===== src/inc/list_ptr_map.svh =====
// Register offsets, field positions and reset values of the list pointer bank.
// Assumes byte addresses on a word-wide register port, one register per word.
// Contract
// - Keep base bits 31:8, low byte reads zero.
// - Report next periodic descriptor in bits 31:4.
// - Descriptors 16-byte aligned, bits 3:0 zero.
// - Control current zero means list end reached.
// - Hardware advances control current without software.
// - Hardware advances bulk current, zero means end.
`ifndef LIST_PTR_MAP_SVH
`define LIST_PTR_MAP_SVH

// ----------------------------------------------------------------
// Byte offsets.
// ----------------------------------------------------------------
`define LP_OFF_COMM_BASE 8'h00
`define LP_OFF_PER_CUR   8'h04
`define LP_OFF_CTL_HEAD  8'h08
`define LP_OFF_CTL_CUR   8'h0C
`define LP_OFF_BLK_HEAD  8'h10
`define LP_OFF_BLK_CUR   8'h14

// ----------------------------------------------------------------
// Register indices, fields and reset values.
// ----------------------------------------------------------------
`define LP_IDX_COMM      3'h0
`define LP_IDX_PER_CUR   3'h1
`define LP_IDX_CTL_HEAD  3'h2
`define LP_IDX_CTL_CUR   3'h3
`define LP_IDX_BLK_HEAD  3'h4
`define LP_IDX_BLK_CUR   3'h5
`define LP_IDX_NONE      3'h7
`define LP_NUM_REGS      6
`define LP_OFF_W         8
`define LP_COMM_LSB      8
`define LP_ED_LSB        4
`define LP_PTR_RST       32'h0000_0000

`endif


===== src/inc/list_ptr_pkg.sv =====
// Types and shared helpers of the list pointer bank.
// Assumes nothing beyond the map header.
package list_ptr_pkg;

  typedef enum logic [1:0] {
    LIST_COMM,
    LIST_PERIODIC,
    LIST_CONTROL,
    LIST_BULK
  } list_sel_e;

  typedef logic [31:0] phys_addr_t;

  // Clears the address bits below the stored field.
  function automatic phys_addr_t pad_ptr(phys_addr_t a, int unsigned lsb);
    phys_addr_t m;
    m = '1;
    m = m << lsb;
    return a & m;
  endfunction : pad_ptr

endpackage : list_ptr_pkg


===== src/inc/ptr_port_if.sv =====
// Connection between the bank and one pointer register.
// Assumes one owner module per instance.
`timescale 1ns/100ps
interface ptr_port_if;
  logic        sw_we;
  logic [31:0] sw_wdata;
  logic        hw_we;
  logic [31:0] hw_wdata;
  logic [31:0] ptr;
  logic        at_end;

  modport owner (input sw_we, input sw_wdata, input hw_we, input hw_wdata,
                 output ptr, output at_end);
  modport user  (output sw_we, output sw_wdata, output hw_we, output hw_wdata,
                 input ptr, input at_end);
endinterface : ptr_port_if


===== src/design/fetch_addr_gen.sv =====
// Forms the memory fetch address of a selected list pointer.
// Assumes pointer inputs come from flip-flops.
`timescale 1ns/100ps
`include "list_ptr_map.svh"
module fetch_addr_gen
  import list_ptr_pkg::*;
(
  input  wire logic        clk_sys_i,
  input  wire logic        sys_rst_i,
  input  wire logic        clk_en_i,
  input  wire logic        req_i,
  input  list_sel_e        sel_i,
  input  wire logic [31:0] comm_i,
  input  wire logic [31:0] per_i,
  input  wire logic [31:0] ctl_i,
  input  wire logic [31:0] blk_i,
  output logic      [31:0] addr_o,
  output logic             valid_o
);

  logic [31:0] addr_next;

  always_comb begin
    unique case (sel_i)
      LIST_COMM:     addr_next = pad_ptr(comm_i, `LP_COMM_LSB);
      LIST_PERIODIC: addr_next = pad_ptr(per_i, `LP_ED_LSB);
      LIST_CONTROL:  addr_next = pad_ptr(ctl_i, `LP_ED_LSB);
      LIST_BULK:     addr_next = pad_ptr(blk_i, `LP_ED_LSB);
    endcase
  end

  always_ff @(posedge clk_sys_i or posedge sys_rst_i) begin
    if (sys_rst_i) begin
      addr_o <= `LP_PTR_RST;
    end else if (clk_en_i && req_i) begin
      addr_o <= addr_next;
    end
  end

  always_ff @(posedge clk_sys_i or posedge sys_rst_i) begin
    if (sys_rst_i) begin
      valid_o <= 1'b0;
    end else if (clk_en_i) begin
      valid_o <= req_i;
    end
  end

endmodule : fetch_addr_gen


===== src/design/ohci_list_pointer_regs.sv =====
// List pointer register bank of a host controller.
// Assumes a one-cycle register port and a list walker that
// reports each advance with a one-cycle strobe.
//
// Chosen here: the strobed register port and the placing of the registers.
`timescale 1ns/100ps
`include "list_ptr_map.svh"
module ohci_list_pointer_regs
  import list_ptr_pkg::*;
#(
  parameter int unsigned ADDR_W = `LP_OFF_W
) (
  input  wire logic              clk_sys_i,
  input  wire logic              sys_rst_i,
  input  wire logic              clk_en_i,
  input  wire logic [ADDR_W-1:0] reg_addr_i,
  input  wire logic [31:0]       reg_wdata_i,
  input  wire logic              reg_we_i,
  input  wire logic              reg_re_i,
  output logic      [31:0]       reg_rdata_o,
  input  wire logic              periodic_upd_i,
  input  wire logic [31:0]       periodic_ptr_i,
  input  wire logic              control_upd_i,
  input  wire logic [31:0]       control_ptr_i,
  input  wire logic              bulk_upd_i,
  input  wire logic [31:0]       bulk_ptr_i,
  input  wire logic              fetch_req_i,
  input  wire logic [1:0]        fetch_sel_i,
  output logic      [31:0]       fetch_addr_o,
  output logic                   fetch_valid_o,
  output logic      [31:0]       comm_base_o,
  output logic      [31:0]       control_head_ptr_o,
  output logic      [31:0]       bulk_head_ptr_o,
  output logic                   control_list_end_o,
  output logic                   bulk_list_end_o
);

  if (ADDR_W < `LP_OFF_W) begin : g_bad_addr_w
    $error("ohci_list_pointer_regs: ADDR_W too small");
  end

  // ----------------------------------------------------------------
  // Address decode.
  // ----------------------------------------------------------------
  function automatic logic [2:0] reg_idx(logic [ADDR_W-1:0] a);
    logic [2:0] idx;
    idx = `LP_IDX_NONE;
    if ((a >> `LP_OFF_W) == '0) begin
      case (a[`LP_OFF_W-1:0])
        `LP_OFF_COMM_BASE: idx = `LP_IDX_COMM;
        `LP_OFF_PER_CUR:   idx = `LP_IDX_PER_CUR;
        `LP_OFF_CTL_HEAD:  idx = `LP_IDX_CTL_HEAD;
        `LP_OFF_CTL_CUR:   idx = `LP_IDX_CTL_CUR;
        `LP_OFF_BLK_HEAD:  idx = `LP_IDX_BLK_HEAD;
        `LP_OFF_BLK_CUR:   idx = `LP_IDX_BLK_CUR;
        default:           idx = `LP_IDX_NONE;
      endcase
    end
    return idx;
  endfunction : reg_idx

  logic [2:0]  wr_idx;
  logic [2:0]  rd_idx;
  logic [31:0] rdata_reg;
  logic [31:0] rdata_next;
  logic [5:0]  hw_we_vec;
  logic [31:0] hw_data  [`LP_NUM_REGS];
  logic [31:0] ptr_q    [`LP_NUM_REGS];
  logic [5:0]  end_q;

  assign wr_idx = reg_idx(reg_addr_i);
  assign rd_idx = reg_idx(reg_addr_i);

  // ----------------------------------------------------------------
  // Hardware advance sources.
  // ----------------------------------------------------------------
  assign hw_we_vec = {bulk_upd_i, 1'b0, control_upd_i, 1'b0, periodic_upd_i, 1'b0};
  assign hw_data[`LP_IDX_COMM]     = `LP_PTR_RST;
  assign hw_data[`LP_IDX_PER_CUR]  = periodic_ptr_i;
  assign hw_data[`LP_IDX_CTL_HEAD] = `LP_PTR_RST;
  assign hw_data[`LP_IDX_CTL_CUR]  = control_ptr_i;
  assign hw_data[`LP_IDX_BLK_HEAD] = `LP_PTR_RST;
  assign hw_data[`LP_IDX_BLK_CUR]  = bulk_ptr_i;

  // ----------------------------------------------------------------
  // Pointer registers.
  // ----------------------------------------------------------------
  ptr_port_if pif [`LP_NUM_REGS] ();

  for (genvar gi = 0; gi < `LP_NUM_REGS; gi++) begin : g_reg
    localparam int unsigned LSB_G = (gi == 0) ? `LP_COMM_LSB : `LP_ED_LSB;
    localparam bit          WR_G  = (gi != 1);

    ptr_field_reg #(
      .LSB   (LSB_G),
      .SW_WR (WR_G)
    ) u_reg (
      .clk_sys_i (clk_sys_i),
      .sys_rst_i (sys_rst_i),
      .clk_en_i  (clk_en_i),
      .p         (pif[gi])
    );

    assign pif[gi].sw_we    = reg_we_i && (wr_idx == 3'(gi));
    assign pif[gi].sw_wdata = reg_wdata_i;
    assign pif[gi].hw_we    = hw_we_vec[gi];
    assign pif[gi].hw_wdata = hw_data[gi];
    assign ptr_q[gi]        = pif[gi].ptr;
    assign end_q[gi]        = pif[gi].at_end;
  end

  // ----------------------------------------------------------------
  // Read port.
  // ----------------------------------------------------------------
  always_comb begin
    rdata_next = `LP_PTR_RST;
    if (reg_re_i && rd_idx != `LP_IDX_NONE) begin
      rdata_next = ptr_q[rd_idx];
    end
  end

  always_ff @(posedge clk_sys_i or posedge sys_rst_i) begin
    if (sys_rst_i) begin
      rdata_reg <= `LP_PTR_RST;
    end else if (clk_en_i) begin
      rdata_reg <= rdata_next;
    end
  end

  assign reg_rdata_o = rdata_reg;

  // ----------------------------------------------------------------
  // Fetch address.
  // ----------------------------------------------------------------
  fetch_addr_gen u_fetch (
    .clk_sys_i (clk_sys_i),
    .sys_rst_i (sys_rst_i),
    .clk_en_i  (clk_en_i),
    .req_i     (fetch_req_i),
    .sel_i     (list_sel_e'(fetch_sel_i)),
    .comm_i    (ptr_q[`LP_IDX_COMM]),
    .per_i     (ptr_q[`LP_IDX_PER_CUR]),
    .ctl_i     (ptr_q[`LP_IDX_CTL_CUR]),
    .blk_i     (ptr_q[`LP_IDX_BLK_CUR]),
    .addr_o    (fetch_addr_o),
    .valid_o   (fetch_valid_o)
  );

  // ----------------------------------------------------------------
  // Walker view.
  // ----------------------------------------------------------------
  assign comm_base_o        = ptr_q[`LP_IDX_COMM];
  assign control_head_ptr_o = ptr_q[`LP_IDX_CTL_HEAD];
  assign bulk_head_ptr_o    = ptr_q[`LP_IDX_BLK_HEAD];
  assign control_list_end_o = end_q[`LP_IDX_CTL_CUR];
  assign bulk_list_end_o    = end_q[`LP_IDX_BLK_CUR];
endmodule : ohci_list_pointer_regs


===== src/design/ptr_field_reg.sv =====
// One pointer register with software load and hardware advance.
// Assumes strobes synchronous to clk_sys_i.
`timescale 1ns/100ps
`include "list_ptr_map.svh"
module ptr_field_reg
  import list_ptr_pkg::*;
#(
  parameter int unsigned LSB   = `LP_ED_LSB,
  parameter bit          SW_WR = 1'b1
) (
  input  wire logic clk_sys_i,
  input  wire logic sys_rst_i,
  input  wire logic clk_en_i,
  ptr_port_if.owner p
);

  logic [31:0] ptr_reg;
  logic [31:0] ptr_next;
  logic        end_reg;

  if (LSB < 1 || LSB > 31) begin : g_bad_lsb
    $error("ptr_field_reg: LSB out of range");
  end

  // ----------------------------------------------------------------
  // Next value: hardware advance wins over a software load.
  // ----------------------------------------------------------------
  always_comb begin
    ptr_next = ptr_reg;
    if (p.hw_we) begin
      ptr_next = pad_ptr(p.hw_wdata, LSB);
    end else if (SW_WR && p.sw_we) begin
      ptr_next = pad_ptr(p.sw_wdata, LSB);
    end
  end

  always_ff @(posedge clk_sys_i or posedge sys_rst_i) begin
    if (sys_rst_i) begin
      ptr_reg <= `LP_PTR_RST;
    end else if (clk_en_i) begin
      ptr_reg <= ptr_next;
    end
  end

  always_ff @(posedge clk_sys_i or posedge sys_rst_i) begin
    if (sys_rst_i) begin
      end_reg <= 1'b1;
    end else if (clk_en_i) begin
      end_reg <= (ptr_next == `LP_PTR_RST);
    end
  end

  assign p.ptr    = ptr_reg;
  assign p.at_end = end_reg;

endmodule : ptr_field_reg


===== config.mk =====
export PLATFORM = sky130hd
export DESIGN_NAME = ohci_list_pointer_regs
export DESIGN_NICKNAME = d
export VERILOG_FILES = /design/src/inc/list_ptr_pkg.sv /design/src/inc/ptr_port_if.sv /design/src/design/fetch_addr_gen.sv /design/src/design/ohci_list_pointer_regs.sv /design/src/design/ptr_field_reg.sv
export VERILOG_INCLUDE_DIRS = /design/src /design/src/inc
export SDC_FILE = /design/constraint.sdc
export NUM_CORES = 1
export LEC_CHECK = 0
export ABC_CLOCK_PERIOD_IN_PS = 22300
export BUFFER_PORTS_ARGS = -buffer_cell sky130_fd_sc_hd__buf_2
export CAP_MARGIN = 20
export CORE_MARGIN = 8
export CORE_UTILIZATION = 25
export CTS_BUF_LIST = sky130_fd_sc_hd__clkbuf_8
export CTS_CLUSTER_SIZE = 25
export DETAILED_ROUTE_END_ITERATION = 16
export GPL_TIMING_DRIVEN = 0
export PLACE_DENSITY = 0.5
export RECOVER_POWER = 100
export SLEW_MARGIN = 25
export SYNTH_ARGS = -nofsm -noshare
export SYNTH_HDL_FRONTEND = slang
export SYNTH_SLANG_ARGS = --single-unit
export TNS_END_PERCENT = 50

===== constraint.sdc =====
create_clock -name clk_sys_i -period 22.3 [get_ports clk_sys_i]
set_clock_uncertainty 0.2 [all_clocks]
set_input_delay 4.46 -clock clk_sys_i [delete_from_list [all_inputs] [get_ports clk_sys_i]]
set_output_delay 4.46 -clock clk_sys_i [all_outputs]
set_load 0.005 [all_outputs]

==> metrics.txt <==
max-slew violation count=242; Final min period=11040 ps; max_slew headroom=-211%; #FFs+latches synth=235; total standard cell area after synthesis=11900 um2; kind of critical path=input pin to async pin; Die Width=234 um; Post-synth EDFFs=0; cts-stage hold buffer count=0; Overall Global Routing Usage=20.5%; Gate Count Post-Synth=1075; Skew-Pair Late Insertion Delay=610 ps; # clock sinks=235; Hold Vio Cnt, Final=0; R2R cell count=7; Post-CTS Setup Inserts=0; Comb pwr share=14.0%; post-cts sizing count=0; Pre-antenna DRT Iters=6; die height=234 um; number of remaining DRC errors=0; max reg flops=172; worst slew pin tran=4660 ps; input/output buffers=267; status=finished with violations; Cell Rows=79; vias per cell=5.20; die area=54600 um2; Routed Antenna Nets=0; most frequent cells after synthesis=dfrtp_1 (233), nand2_1 (174), mux2_2 (154); Crit Path Max Fanout=82; Hold Startpoint=reg_rdata_o[5]$_DFFE_PP0P_; final net count=1557; RSZ-0062 raised after global routing=false; CTS max path bufs=3; Worst Setup Start Kind=input pin; clock transition at the registers of the reported paths=50 ps; Syn-to-layout area delta=23.7%; vias in the first global route=10840; clock share of power=38.5%; HPWL Detailed=44.9 mm; initial antenna violation count=5; I/O Pins=310; core area=46700 um2; H-Tree Depth=2; CP Capture Type=async pin; sequential element share of the synthesized area=49.6%; Net Switching=316 uW; vias=10675; capturing point of the worst reg2reg path=g_reg[5].u_reg.p.at_end$_DFFE_PP1P_; Max Clock Freq=90.6 MHz; Worst Hold Class=flop to flop; leakage power=6.84 nW; worst r2r src=g_reg[5].u_reg.p.ptr[5]$_DFFE_PP0P_; Sequential Power Share=47.5%; top-count cell post-synth=dfrtp_1; grt ovf=0; Yosys warnings=0; async set or reset register ratio after synthesis=100%; largest net degree at the start of global routing=83; CTS root buf=clkbuf_8; Peak VDD IR=34.1 uV; Setup TNS=0 ps; Starting Density=25.4%; Syn Area/Cell=11.0 um2; hold slack=288 ps; failing checks=capacitance limit, slew limit; drt total wl=57.5 mm; Final Setup Violations=0; routed wire length per instance=28.0 um; Worst R2R Setup Slack=19470 ps; leading area contributor after synthesis=dfrtp_1; design area=14700 um2; CTS tree=done; sw frac=30.0%; cts bufs inserted=44; dpl cell area=14100 um2; first-pass GRT wire length=80.4 mm; Worst EP arrival=11000 ps; number of instances on the worst hold path=1; PwrDens=71.6 nW/um2; top cells by area, synth=dfrtp_1 (49%), mux2_2 (15%), nand2_1 (5.5%); GPL Wtd Cong=0.924; internal power=735 uW; WP data required=22260 ps; synth unique cells=51; Yosys top cell area share=49.2%; dominant synthesized flop cell=dfrtp_1; Worst Hold Endpoint=reg_rdata_o[5]$_DFFE_PP0P_; Max-cap violations=4; layout cells sized above 1=28.8%; Iter 0 DRT Violations=1144; period utilisation layout=49.5%
worst max-delay path, stage by stage:
cell and delay (ps):
buf_2 100, clkinvlp_2 990, clkbuf_1 3310, clkbuf_1 2000
metal layers:
layer	share of wire [%]	GRT usage [%]
met4	2.7	5.72
met5	0	0
met2	46	33.0
met1	42	26.8
met3	9.0	5.91
placed cells by master (no fill, tap or decap), types with 23 or more instances in the layout:
| cell type | synthesis | layout |
|---|---|---|
| clkbuf_1 | 64 | 191 |
| o21ai_0 | 61 | 61 |
| clkbuf_8 | 0 | 52 |
| o221ai_1 | 24 | 24 |
| nand2_1 | 174 | 174 |
| a22oi_1 | 48 | 48 |
| mux2_2 | 154 | 154 |
| a211o_1 | 24 | 24 |
| inv_1 | 8 | 23 |
| buf_2 | 6 | 148 |
| a21oi_1 | 48 | 48 |
| mux4_2 | 24 | 24 |
| a31oi_1 | 30 | 30 |
| dfrtp_1 | 233 | 233 |
layout make-up:
cell class / count / area (um2)
diodes: 5 / 12.5
plain buffers: 93 / 434
clock buffers: 52 / 716
clock inverters: 24 / 104
fillers: 4942 / 32000
inverters: 9 / 35.0
multi-input cells: 757 / 5520
flip-flops and latches: 235 / 5880
well taps: 607 / 759
repair buffers: 270 / 1200
how the worst max path moves through the flow:
stage,start,endpoint,cells past startpoint
after floorplan,sys_rst_i,g_reg[0].u_reg.p.ptr[10]$_DFFE_PP0P_,1
after global placement,sys_rst_i,g_reg[0].u_reg.p.ptr[14]$_DFFE_PP0P_,2
after detailed placement,reg_addr_i[7],reg_rdata_o[31]$_DFFE_PP0P_,9
after CTS,reg_addr_i[7],g_reg[0].u_reg.p.ptr[29]$_DFFE_PP0P_,7
after global routing,sys_rst_i,g_reg[4].u_reg.p.ptr[17]$_DFFE_PP0P_,4
final,sys_rst_i,u_fetch.addr_o[15]$_DFFE_PP0P_,4
kinds of logic after synthesis:
| logic type | share of synthesized area (%) |
|---|---|
| AO/OA/AOI/OAI | 14.4 |
| buffers and inverters | 3.99 |
| flip-flops | 49.6 |
| multiplexers | 20.5 |
| other | 0.0316 |
| AND/OR/NAND/NOR | 11.4 |
metrics by stage:
step / power, mW / util (%) / instances / setup WS [ps]
2_1_floorplan: 0.572 / - / 1094 / 11200
3_3_place_gp: 0.653 / 30.1 / 1968 / 7850
3_5_place_dp: 0.657 / 30.2 / 1971 / 14680
4_1_cts: 1.07 / 32.0 / 2047 / 15320
5_1_grt: 1.10 / 31.4 / 2050 / 9800
6_report: 1.05 / 31.4 / 2052 / 11260
power groups by stage:
stage          Sequential, mW  Combinational [mW]  Clock [mW]
3_5_place_dp            0.505               0.152           0
4_1_cts                 0.498               0.153       0.416
3_3_place_gp            0.504               0.149           0
5_1_grt                 0.502               0.161       0.435
2_1_floorplan           0.490              0.0828           0
6_report                0.499               0.147       0.405
Power figures use the tool's default switching activity.
